**src/rtl/irqc_defines.svh**
```systemverilog
// Offsets, field positions, reset values and widths of the interrupt block.
// Assumes inclusion by bare name from the package and the bench.
`ifndef IRQC_DEFINES_SVH
`define IRQC_DEFINES_SVH

// Device register offsets (8-bit space)
`define IRQC_OFS_POWER_CONTROL 8'h87
`define IRQC_OFS_TIMER_CONTROL 8'h88
`define IRQC_OFS_IRQ_ENABLE_SECONDARY 8'ha7
`define IRQC_OFS_IRQ_ENABLE_PRIMARY 8'ha8
`define IRQC_OFS_IRQ_PRIORITY_SECONDARY 8'hb7
`define IRQC_OFS_IRQ_PRIORITY_PRIMARY 8'hb8
`define IRQC_OFS_DISPLAY_CHANNEL_CONTROL 8'hd8
`define IRQC_OFS_UART_FLAGS 8'hd9
`define IRQC_OFS_USB_FLAGS 8'hda
`define IRQC_REG_RESET 8'h00

// Field positions
`define IRQC_PC_IDLE 0
`define IRQC_PC_POWER_DOWN_SELECT 1
`define IRQC_PC_ADC_TAKEOVER 4
`define IRQC_TC_LINE_B_TRIGGER_SELECT 2
`define IRQC_TC_LINE_B_REQUEST_FLAG 3
`define IRQC_EN_GLOBAL 7
`define IRQC_EN_LINE_B 2
`define IRQC_EN_USART1 4
`define IRQC_EN_USB 0
`define IRQC_EN_USART2 4
`define IRQC_EN_DDC 7
`define IRQC_DC_DDC1 0
`define IRQC_DC_SWITCH 1
`define IRQC_DC_SERIAL_STATUS 2
`define IRQC_USB_EVENTS 6

// Controller (AHB-Lite) register byte offsets
`define IRQC_HOFS_CMD 8'h00
`define IRQC_HOFS_RDATA 8'h04
`define IRQC_HOFS_CORE 8'h08
`define IRQC_HOFS_ACK 8'h0c
`define IRQC_HOFS_ISTAT 8'h10
`define IRQC_HOFS_ICLR 8'h14
`define IRQC_HOFS_IEN 8'h18
`define IRQC_CMD_WRITE_BIT 16

`endif

```
**src/rtl/irqc_pkg.sv**
```systemverilog
// Types shared by both ends of the interrupt and power-mode block.
// Assumes irqc_defines.svh on the include path.
package irqc_pkg;
  `include "irqc_defines.svh"

  // Power mode of the core
  typedef enum logic [1:0] {
    IRQC_RUN = 2'b00,
    IRQC_IDLE = 2'b01,
    IRQC_PDOWN = 2'b10
  } irqc_mode_t;

  // Interrupt sources, index order is the fixed order within a level
  typedef enum logic [2:0] {
    IRQC_SRC_LINE_B = 3'b000,
    IRQC_SRC_USART1 = 3'b001,
    IRQC_SRC_USB = 3'b010,
    IRQC_SRC_USART2 = 3'b011,
    IRQC_SRC_DDC = 3'b100
  } irqc_src_t;
endpackage

```
**src/rtl/irqc_if.sv**
```systemverilog
// Link between the interrupt/power block and the core end.
// Assumes both ends run on the same hclk.
`timescale 1ns/1ps
interface irqc_if;
  logic reg_wr;
  logic [7:0] reg_addr;
  logic [7:0] reg_wdata;
  logic [7:0] reg_rdata;
  logic irq_req;
  logic [2:0] irq_vec;
  logic irq_ack;
  logic [2:0] ack_vec;
  logic core_halt;
  logic clk_stop;

  modport dev (
    input reg_wr, reg_addr, reg_wdata, irq_ack, ack_vec,
    output reg_rdata, irq_req, irq_vec, core_halt, clk_stop
  );
  modport core (
    output reg_wr, reg_addr, reg_wdata, irq_ack, ack_vec,
    input reg_rdata, irq_req, irq_vec, core_halt, clk_stop
  );
endinterface

```
**src/rtl/irqc_device.sv**
```systemverilog
// Interrupt sources and power-saving modes of the microcontroller.
// Assumes peripheral event inputs are one-cycle pulses on hclk, and the
// line-b pin is asynchronous.
`timescale 1ns/1ps
module irqc_device
  import irqc_pkg::*;
(
  // Clock and reset
  input wire logic hclk,
  input wire logic hresetn,
  // Core side
  irqc_if.dev core,
  // Peripheral events
  input wire logic line_b_pin_n,
  input wire logic adc_done,
  input wire logic serial_status_set,
  input wire logic ddc1_set,
  input wire logic protocol_switch_set,
  input wire logic [`IRQC_USB_EVENTS-1:0] usb_event,
  input wire logic u1_receive_set,
  input wire logic u1_transmit_set,
  input wire logic u2_receive_set,
  input wire logic u2_transmit_set,
  // Power outputs
  output logic sysclk_stop,
  output logic lvd_run
);

  localparam int NSRC = 5;

  ////////////////////////////////////////////////////////////////////////
  // Pin synchroniser

  logic pin_meta_q;
  logic pin_sync_q;
  logic pin_prev_q;

  // Two flops before any logic looks at the pin
  always_ff @(posedge hclk or negedge hresetn) begin
    if (!hresetn) begin
      pin_meta_q <= 1'b1;
      pin_sync_q <= 1'b1;
      pin_prev_q <= 1'b1;
    end else begin
      pin_meta_q <= line_b_pin_n;
      pin_sync_q <= pin_meta_q;
      pin_prev_q <= pin_sync_q;
    end
  end

  ////////////////////////////////////////////////////////////////////////
  // Registers and flags

  logic [7:0] power_control_q, power_control_d;
  logic [7:0] timer_control_q, timer_control_d;
  logic [7:0] en_sec_q, en_sec_d;
  logic [7:0] en_pri_q, en_pri_d;
  logic [7:0] pr_sec_q, pr_sec_d;
  logic [7:0] pr_pri_q, pr_pri_d;
  logic [2:0] ddc_flags_q, ddc_flags_d;
  logic [3:0] uart_flags_q, uart_flags_d;
  logic [`IRQC_USB_EVENTS-1:0] usb_flags_q, usb_flags_d;
  irqc_mode_t mode_q, mode_d;
  logic irq_req_q, irq_req_d;
  logic [2:0] irq_vec_q, irq_vec_d;
  logic [7:0] rdata_q, rdata_d;

  logic [NSRC-1:0] src_flag;
  logic [NSRC-1:0] src_en;
  logic [NSRC-1:0] src_hi;
  logic [NSRC-1:0] pend;
  logic [NSRC-1:0] pick;
  logic wr_pc, wr_tc, wr_dc, wr_uf, wr_uu;
  logic take_line_b, take_ddc;
  logic line_b_fall, adc_mode, level_mode;

  // Per-source request, enable and priority bits
  always_comb begin
    src_flag[IRQC_SRC_LINE_B] = timer_control_q[`IRQC_TC_LINE_B_REQUEST_FLAG];
    src_flag[IRQC_SRC_USART1] = |uart_flags_q[1:0];
    src_flag[IRQC_SRC_USB] = |usb_flags_q;
    src_flag[IRQC_SRC_USART2] = |uart_flags_q[3:2];
    src_flag[IRQC_SRC_DDC] = |ddc_flags_q;
    src_en[IRQC_SRC_LINE_B] = en_pri_q[`IRQC_EN_LINE_B];
    src_en[IRQC_SRC_USART1] = en_pri_q[`IRQC_EN_USART1];
    src_en[IRQC_SRC_USB] = en_sec_q[`IRQC_EN_USB];
    src_en[IRQC_SRC_USART2] = en_sec_q[`IRQC_EN_USART2];
    src_en[IRQC_SRC_DDC] = en_sec_q[`IRQC_EN_DDC];
    src_hi[IRQC_SRC_LINE_B] = pr_pri_q[`IRQC_EN_LINE_B];
    src_hi[IRQC_SRC_USART1] = pr_pri_q[`IRQC_EN_USART1];
    src_hi[IRQC_SRC_USB] = pr_sec_q[`IRQC_EN_USB];
    src_hi[IRQC_SRC_USART2] = pr_sec_q[`IRQC_EN_USART2];
    src_hi[IRQC_SRC_DDC] = pr_sec_q[`IRQC_EN_DDC];
  end

  // Next-state computation for every register of the block except the pin synchroniser flops
  always_comb begin
    power_control_d = power_control_q;
    timer_control_d = timer_control_q;
    en_sec_d = en_sec_q;
    en_pri_d = en_pri_q;
    pr_sec_d = pr_sec_q;
    pr_pri_d = pr_pri_q;
    ddc_flags_d = ddc_flags_q;
    uart_flags_d = uart_flags_q;
    usb_flags_d = usb_flags_q;
    mode_d = mode_q;
    irq_vec_d = irq_vec_q;

    wr_pc = core.reg_wr && core.reg_addr == `IRQC_OFS_POWER_CONTROL;
    wr_tc = core.reg_wr && core.reg_addr == `IRQC_OFS_TIMER_CONTROL;
    wr_dc = core.reg_wr &&
            core.reg_addr == `IRQC_OFS_DISPLAY_CHANNEL_CONTROL;
    wr_uf = core.reg_wr && core.reg_addr == `IRQC_OFS_UART_FLAGS;
    wr_uu = core.reg_wr && core.reg_addr == `IRQC_OFS_USB_FLAGS;

    // Plain read/write registers
    if (wr_pc) begin
      power_control_d = core.reg_wdata;
    end
    if (core.reg_wr && core.reg_addr == `IRQC_OFS_IRQ_ENABLE_SECONDARY) begin
      en_sec_d = core.reg_wdata;
    end
    if (core.reg_wr && core.reg_addr == `IRQC_OFS_IRQ_ENABLE_PRIMARY) begin
      en_pri_d = core.reg_wdata;
    end
    if (core.reg_wr &&
        core.reg_addr == `IRQC_OFS_IRQ_PRIORITY_SECONDARY) begin
      pr_sec_d = core.reg_wdata;
    end
    if (core.reg_wr && core.reg_addr == `IRQC_OFS_IRQ_PRIORITY_PRIMARY) begin
      pr_pri_d = core.reg_wdata;
    end
    if (wr_tc) begin
      timer_control_d = core.reg_wdata;
    end

    // Line b request flag; the set terms below override any clear
    take_line_b = core.irq_ack && core.ack_vec == IRQC_SRC_LINE_B;
    adc_mode = power_control_q[`IRQC_PC_ADC_TAKEOVER];
    level_mode = !timer_control_q[`IRQC_TC_LINE_B_TRIGGER_SELECT];
    line_b_fall = pin_prev_q && !pin_sync_q;
    if (adc_mode) begin
      // Conversion done replaces the pin entirely
      if (take_line_b) begin
        timer_control_d[`IRQC_TC_LINE_B_REQUEST_FLAG] = 1'b0;
      end
      if (adc_done) begin
        timer_control_d[`IRQC_TC_LINE_B_REQUEST_FLAG] = 1'b1;
      end
    end else if (level_mode) begin
      // Flag tracks the pin; service does not clear it while the pin is held low
      timer_control_d[`IRQC_TC_LINE_B_REQUEST_FLAG] = !pin_sync_q;
    end else begin
      if (take_line_b) begin
        timer_control_d[`IRQC_TC_LINE_B_REQUEST_FLAG] = 1'b0;
      end
      if (line_b_fall) begin
        timer_control_d[`IRQC_TC_LINE_B_REQUEST_FLAG] = 1'b1;
      end
    end

    // Display channel flags: software clears two, hardware the third
    take_ddc = core.irq_ack && core.ack_vec == IRQC_SRC_DDC;
    if (wr_dc) begin
      ddc_flags_d[1:0] = ddc_flags_q[1:0] & ~core.reg_wdata[1:0];
    end
    if (take_ddc) begin
      ddc_flags_d[`IRQC_DC_SERIAL_STATUS] = 1'b0;
    end
    ddc_flags_d[`IRQC_DC_DDC1] = ddc_flags_d[`IRQC_DC_DDC1] | ddc1_set;
    ddc_flags_d[`IRQC_DC_SWITCH] =
      ddc_flags_d[`IRQC_DC_SWITCH] | protocol_switch_set;
    ddc_flags_d[`IRQC_DC_SERIAL_STATUS] =
      ddc_flags_d[`IRQC_DC_SERIAL_STATUS] | serial_status_set;

    // USART and USB flags are only ever cleared by software
    if (wr_uf) begin
      uart_flags_d = uart_flags_q & ~core.reg_wdata[3:0];
    end
    uart_flags_d = uart_flags_d |
      {u2_transmit_set, u2_receive_set, u1_transmit_set, u1_receive_set};
    if (wr_uu) begin
      usb_flags_d = usb_flags_q &
        ~core.reg_wdata[`IRQC_USB_EVENTS-1:0];
    end
    usb_flags_d = usb_flags_d | usb_event;

    // Gate and arbitrate: high level first, lower index within level
    pend = src_flag & src_en & {NSRC{en_pri_q[`IRQC_EN_GLOBAL]}};
    pick = (|(pend & src_hi)) ? (pend & src_hi) : pend;
    irq_req_d = |pend;
    for (int i = NSRC - 1; i >= 0; i--) begin
      if (pick[i]) begin
        irq_vec_d = 3'(i);
      end
    end

    // Power modes; the idle bit self-clears on leaving, power-down only ends by reset
    case (mode_q)
      IRQC_RUN: begin
        if (wr_pc && core.reg_wdata[`IRQC_PC_POWER_DOWN_SELECT]) begin
          mode_d = IRQC_PDOWN;
        end else if (wr_pc && core.reg_wdata[`IRQC_PC_IDLE]) begin
          mode_d = IRQC_IDLE;
        end
      end
      IRQC_IDLE: begin
        if (irq_req_q) begin
          mode_d = IRQC_RUN;
          power_control_d[`IRQC_PC_IDLE] = 1'b0;
        end
      end
      IRQC_PDOWN: begin
        mode_d = IRQC_PDOWN;
      end
      default: begin
        mode_d = IRQC_RUN;
      end
    endcase

    // Readback mux, registered
    case (core.reg_addr)
      `IRQC_OFS_POWER_CONTROL: rdata_d = power_control_q;
      `IRQC_OFS_TIMER_CONTROL: rdata_d = timer_control_q;
      `IRQC_OFS_IRQ_ENABLE_SECONDARY: rdata_d = en_sec_q;
      `IRQC_OFS_IRQ_ENABLE_PRIMARY: rdata_d = en_pri_q;
      `IRQC_OFS_IRQ_PRIORITY_SECONDARY: rdata_d = pr_sec_q;
      `IRQC_OFS_IRQ_PRIORITY_PRIMARY: rdata_d = pr_pri_q;
      `IRQC_OFS_DISPLAY_CHANNEL_CONTROL: rdata_d = {5'h00, ddc_flags_q};
      `IRQC_OFS_UART_FLAGS: rdata_d = {4'h0, uart_flags_q};
      `IRQC_OFS_USB_FLAGS: rdata_d = {2'h0, usb_flags_q};
      default: rdata_d = 8'h00;
    endcase
  end

  // Register everything; in power-down the update enable here drops, so the
  // contents simply hold until reset
  always_ff @(posedge hclk or negedge hresetn) begin
    if (!hresetn) begin
      power_control_q <= `IRQC_REG_RESET;
      timer_control_q <= `IRQC_REG_RESET;
      en_sec_q <= `IRQC_REG_RESET;
      en_pri_q <= `IRQC_REG_RESET;
      pr_sec_q <= `IRQC_REG_RESET;
      pr_pri_q <= `IRQC_REG_RESET;
      ddc_flags_q <= 3'h0;
      uart_flags_q <= 4'h0;
      usb_flags_q <= '0;
      mode_q <= IRQC_RUN;
      irq_req_q <= 1'b0;
      irq_vec_q <= 3'h0;
      rdata_q <= 8'h00;
    end else if (mode_q != IRQC_PDOWN) begin
      power_control_q <= power_control_d;
      timer_control_q <= timer_control_d;
      en_sec_q <= en_sec_d;
      en_pri_q <= en_pri_d;
      pr_sec_q <= pr_sec_d;
      pr_pri_q <= pr_pri_d;
      ddc_flags_q <= ddc_flags_d;
      uart_flags_q <= uart_flags_d;
      usb_flags_q <= usb_flags_d;
      mode_q <= mode_d;
      irq_req_q <= irq_req_d;
      irq_vec_q <= irq_vec_d;
      rdata_q <= rdata_d;
    end
  end

  ////////////////////////////////////////////////////////////////////////
  // Outputs

  // Halt only the core in idle; peripherals keep running
  assign core.core_halt = (mode_q == IRQC_IDLE);
  assign core.clk_stop = (mode_q == IRQC_PDOWN);
  assign sysclk_stop = (mode_q == IRQC_PDOWN);
  // Detector supply watch never stops
  assign lvd_run = 1'b1;
  // Requests are masked in power-down so they cannot wake it
  assign core.irq_req = irq_req_q && (mode_q != IRQC_PDOWN);
  assign core.irq_vec = irq_vec_q;
  assign core.reg_rdata = rdata_q;

endmodule // irqc_device

```
**src/flat_wrapper.sv**
```systemverilog
// flat-port wrapper written by rule: the top's interface ports become plain ports
module irqc_device_flat import irqc_pkg::*;
  (hclk, hresetn, line_b_pin_n, adc_done, serial_status_set, ddc1_set, protocol_switch_set, usb_event, u1_receive_set, u1_transmit_set, u2_receive_set, u2_transmit_set, sysclk_stop, lvd_run, core_reg_wr, core_reg_addr, core_reg_wdata, core_irq_ack, core_ack_vec, core_reg_rdata, core_irq_req, core_irq_vec, core_core_halt, core_clk_stop);
  irqc_if core_i ();
  input wire logic hclk;
  input wire logic hresetn;
  input wire logic line_b_pin_n;
  input wire logic adc_done;
  input wire logic serial_status_set;
  input wire logic ddc1_set;
  input wire logic protocol_switch_set;
  input wire logic [`IRQC_USB_EVENTS-1:0] usb_event;
  input wire logic u1_receive_set;
  input wire logic u1_transmit_set;
  input wire logic u2_receive_set;
  input wire logic u2_transmit_set;
  output logic sysclk_stop;
  output logic lvd_run;
  input wire logic [$bits(core_i.reg_wr)-1:0] core_reg_wr;
  input wire logic [$bits(core_i.reg_addr)-1:0] core_reg_addr;
  input wire logic [$bits(core_i.reg_wdata)-1:0] core_reg_wdata;
  input wire logic [$bits(core_i.irq_ack)-1:0] core_irq_ack;
  input wire logic [$bits(core_i.ack_vec)-1:0] core_ack_vec;
  output wire logic [$bits(core_i.reg_rdata)-1:0] core_reg_rdata;
  output wire logic [$bits(core_i.irq_req)-1:0] core_irq_req;
  output wire logic [$bits(core_i.irq_vec)-1:0] core_irq_vec;
  output wire logic [$bits(core_i.core_halt)-1:0] core_core_halt;
  output wire logic [$bits(core_i.clk_stop)-1:0] core_clk_stop;
  assign core_i.reg_wr = core_reg_wr;
  assign core_i.reg_addr = core_reg_addr;
  assign core_i.reg_wdata = core_reg_wdata;
  assign core_i.irq_ack = core_irq_ack;
  assign core_i.ack_vec = core_ack_vec;
  assign core_reg_rdata = core_i.reg_rdata;
  assign core_irq_req = core_i.irq_req;
  assign core_irq_vec = core_i.irq_vec;
  assign core_core_halt = core_i.core_halt;
  assign core_clk_stop = core_i.clk_stop;
  irqc_device u_core (.hclk(hclk), .hresetn(hresetn), .core(core_i), .line_b_pin_n(line_b_pin_n), .adc_done(adc_done), .serial_status_set(serial_status_set), .ddc1_set(ddc1_set), .protocol_switch_set(protocol_switch_set), .usb_event(usb_event), .u1_receive_set(u1_receive_set), .u1_transmit_set(u1_transmit_set), .u2_receive_set(u2_receive_set), .u2_transmit_set(u2_transmit_set), .sysclk_stop(sysclk_stop), .lvd_run(lvd_run));
endmodule
```
**config.mk**
```make
export PLATFORM = sky130hd
export DESIGN_NAME = irqc_device_flat
export DESIGN_NICKNAME = d
export VERILOG_FILES = /design/src/rtl/irqc_pkg.sv /design/src/rtl/irqc_if.sv /design/src/rtl/irqc_device.sv /design/src/flat_wrapper.sv
export VERILOG_INCLUDE_DIRS = /design/src /design/src/rtl
export SDC_FILE = /design/constraint.sdc
export NUM_CORES = 1
export LEC_CHECK = 0
export ABC_AREA = 1
export BUFFER_PORTS_ARGS = -buffer_cell sky130_fd_sc_hd__buf_2
export CORE_MARGIN = 5
export CORE_UTILIZATION = 40
export DETAILED_ROUTE_END_ITERATION = 8
export PLACE_DENSITY_LB_ADDON = 0.12
export RECOVER_POWER = 100
export SYNTH_ARGS = -nofsm -noshare
export SYNTH_HDL_FRONTEND = slang
export SYNTH_SLANG_ARGS = --single-unit
```
**constraint.sdc**
```tcl
create_clock -name hclk -period 1.51 [get_ports hclk]
set_input_delay 0.302 -clock hclk [delete_from_list [all_inputs] [get_ports hclk]]
set_output_delay 0.302 -clock hclk [all_outputs]
set_load 0.01 [all_outputs]
```
==> results.toml <==
[global_route]
gr-usage-all-layers_pct = 21.0
antenna_found_initial = 0
grt_max_degree = 32
first_global_vias = 3603
grt_pass1_wl_um = 18600
overflow = 0

[outcome]
violations = "negative setup slack"
outcome = "finished with violations"

[sta]
finalSetupTns_ns = -0.0312
hold_viol = 0
clock-skew-final_ns = 0.00955
worstMarginPinSlew_ns = 0.813
final-setup-viol-count = 1
clock.fmax_ghz = 0.649
rsz0062_at_grt = "true"
min_period_ns = 1.54
fin_ws_ns = -0.0312
fin_crit_sh_pct = 102
maxSlewViolCount = 0
relSlewSlack_pct = 45.8
fin_hold_ws_ns = 0.0256

[cts]
cts_buffer_depth = 2
cts_made_buffers = 9
clk_latency_ns = 0.36
clock_sinks = 78
cts_root_buf = "clkbuf_8"
cts_tree = "built"
path_clk_slew_ns = 0.08
htree_levels = 3

[flow_run]
drv_cap = 0

[routing]
drtPass1Iterations = 4
drc = 0
routed_wl_um = 11500
post_drt_wl_per_cell_um = 15.6
routed_via_density = 4.99
vias = 3693
ant_nets = 0
drt_iter0_markers = 268

[synth]
synthTopCellsByCount = "nand2_1 (168), dfrtp_1 (75), o21ai_0 (62), inv_1 (42), nand3_1 (38)"
yosys.cell_types.count = 29
yosysTopAreaCell = "dfrtp_1"
yosysSeqAreaShare_pct = 51.7
synth_edf_count = 0
syn_area_um2 = 3780
synth_nets = 528
synthFlopType = "dfrtp_1"
synth_area_leaders = "dfrtp_1 (50%), nand2_1 (17%), o21ai_0 (8.2%)"
async_flop_share_pct = 100
ys_ff_latch = 78
synth.most_common_cell = "nand2_1"
syn_inst = 490
yosysWarnings = 0
syn_area_per_cell_um2 = 7.72
yosysTopAreaCellShare_pct = 49.6

[power]
p_per_area_nw_per_um2 = 893
ir_drop_mv = 0.469
totalPowerFinal_w = 0.00446
leakagePower_nw = 2.54

[die]
row_count = 35
fp.dieArea_um2 = 11500
dieHeight_um = 107
start_util_pct = 41.0
io_pins = 54
die_w_um = 107
core_area_um2 = 9240

[critical_path]
cp.arrival_ns = 1.24
cp-end-kind = "output port"
max_stage_delay_ns = 0.41
cp_slowest_cell = "dfrtp_1"
required_ns = 1.21
critical_path_class = "reg -> out"
crit_chain = "nor2_4 > buf_6 > nor2_4 > buf_6"
critPathMaxFanout = 4
start_kind = "flip-flop"

[final_layout]
diodes = 0
nets = 644
syn2layout_area_growth_pct = 31.9
drive_gt1_share_pct = 26.5
finalInstanceArea_um2 = 4990
fin_util_pct = 54.0

[place]
gp_congestion = 0.947
dp_hpwl_um = 8790
portBuffers = 52
place_area_um2 = 4610

[worst_hold_path]
min_path_type = "in -> reg"
[state kept, by name, indices dropped and copies added (netlist names), 2 cells and up]
register,flops
u_core.pr_sec_q,8
u_core.en_pri_q,8
u_core.timer_control_q,8
u_core.pr_pri_q,8
u_core.uart_flags_q,4
u_core.usb_flags_q,6
u_core.core.reg_rdata,8
u_core.mode_q,2
u_core.core.irq_vec,3
u_core.ddc_flags_q,3
u_core.power_control_q,8
u_core.en_sec_q,8
[cell usage in the layout (no fill, tap or decap), types with 2 or more instances in the layout]
master     instances
o21ai_0           58
buf_2             35
buf_6              8
inv_1             40
a22o_1             2
nand4_1           11
nand3_1           34
clkbuf_8          10
nand3_2            4
nor3_4             2
dfrtp_1           74
bufinv_16          2
nor3_1             4
o22ai_1            2
nor2_2            10
o21ai_1           13
nor2_4             5
nand2_2           10
buf_12             3
inv_2              8
dfstp_2            3
nor2_1            20
clkbuf_1          15
a21oi_1            6
buf_4             52
nand2_1          162
clkbuf_2           4
[what timing repair did]
action,CTS,global route
pin swaps,1,9
hold buffers,1,0
buffers inserted,5,6
endpoints found under the hold margin,24,0
resized for setup,12,35
setup endpoints to repair,5,23
[final timing paths]
path | startpoint | to | slack [ns] | cells after the start
worst min register to register | u_core.pin_meta_q | u_core.pin_sync_q | 0.36 | 0
min in group asynchronous | hresetn | u_core.core.reg_rdata[6] | 0.57 | 2
worst min-delay path | line_b_pin_n | u_core.pin_meta_q | 0.03 | 1
worst max register to register | u_core.uart_flags_q[2] | u_core.core.irq_vec[0] | 0.05 | 8
worst max-delay path | u_core.mode_q[0] | core_irq_req | -0.03 | 4
max in group asynchronous | hresetn | u_core.pr_pri_q[0] | 0.17 | 3
[worst max-delay path, delay by kind of cell (launching register included)]
family	cells	cell delay [ns]
flip-flops	1	0.41
buffers and inverters	2	0.24
AND/OR/NAND/NOR	2	0.22
[kinds of logic after synthesis]
logic type             share of synthesized area, %
buffers and inverters                          6.51
other                                        0.0991
AO/OA/AOI/OAI                                  11.7
flip-flops                                     51.7
AND/OR/NAND/NOR                                30.0
[power by group]
| part | internal (W) | switching, W | leakage (nW) |
|---|---|---|---|
| Combinational | 0.000184 | 0.000271 | 1.44 |
| Clock | 0.000976 | 0.000802 | 0.107 |
| Sequential | 0.00217 | 0.0000542 | 0.990 |
| Total | 0.00333 | 0.00113 | 2.54 |
[metrics by stage]
stage          setup WS (ns)  std cells
5_1_grt              -0.0735        740
3_5_place_dp          -0.261        712
6_report             -0.0312        740
4_1_cts              -0.0356        734
2_1_floorplan         0.0941        490
3_3_place_gp          -0.246        712
[layer usage]
layer	wire (um)	share of wire, %	vias up	GRT usage [%]
met2	5400	47	92	33.9
met3	454	3.9	15	3.12
met1	5500	48	1768	29.0
met5	0	0	-	0
met4	170	1.5	0	7.03
li1	-	-	1818	-
[final cells by class]
type / instances / area (um2)
Sequential cell: 78 / 1960
Fill cell: 917 / 4250
Timing Repair Buffer: 117 / 802
Multi-Input combinational cell: 351 / 1670
Clock buffer: 12 / 145
Tap cell: 129 / 161
Inverter: 49 / 184
Clock inverter: 4 / 72.6
No activity file was read; power rests on OpenSTA's default activity.
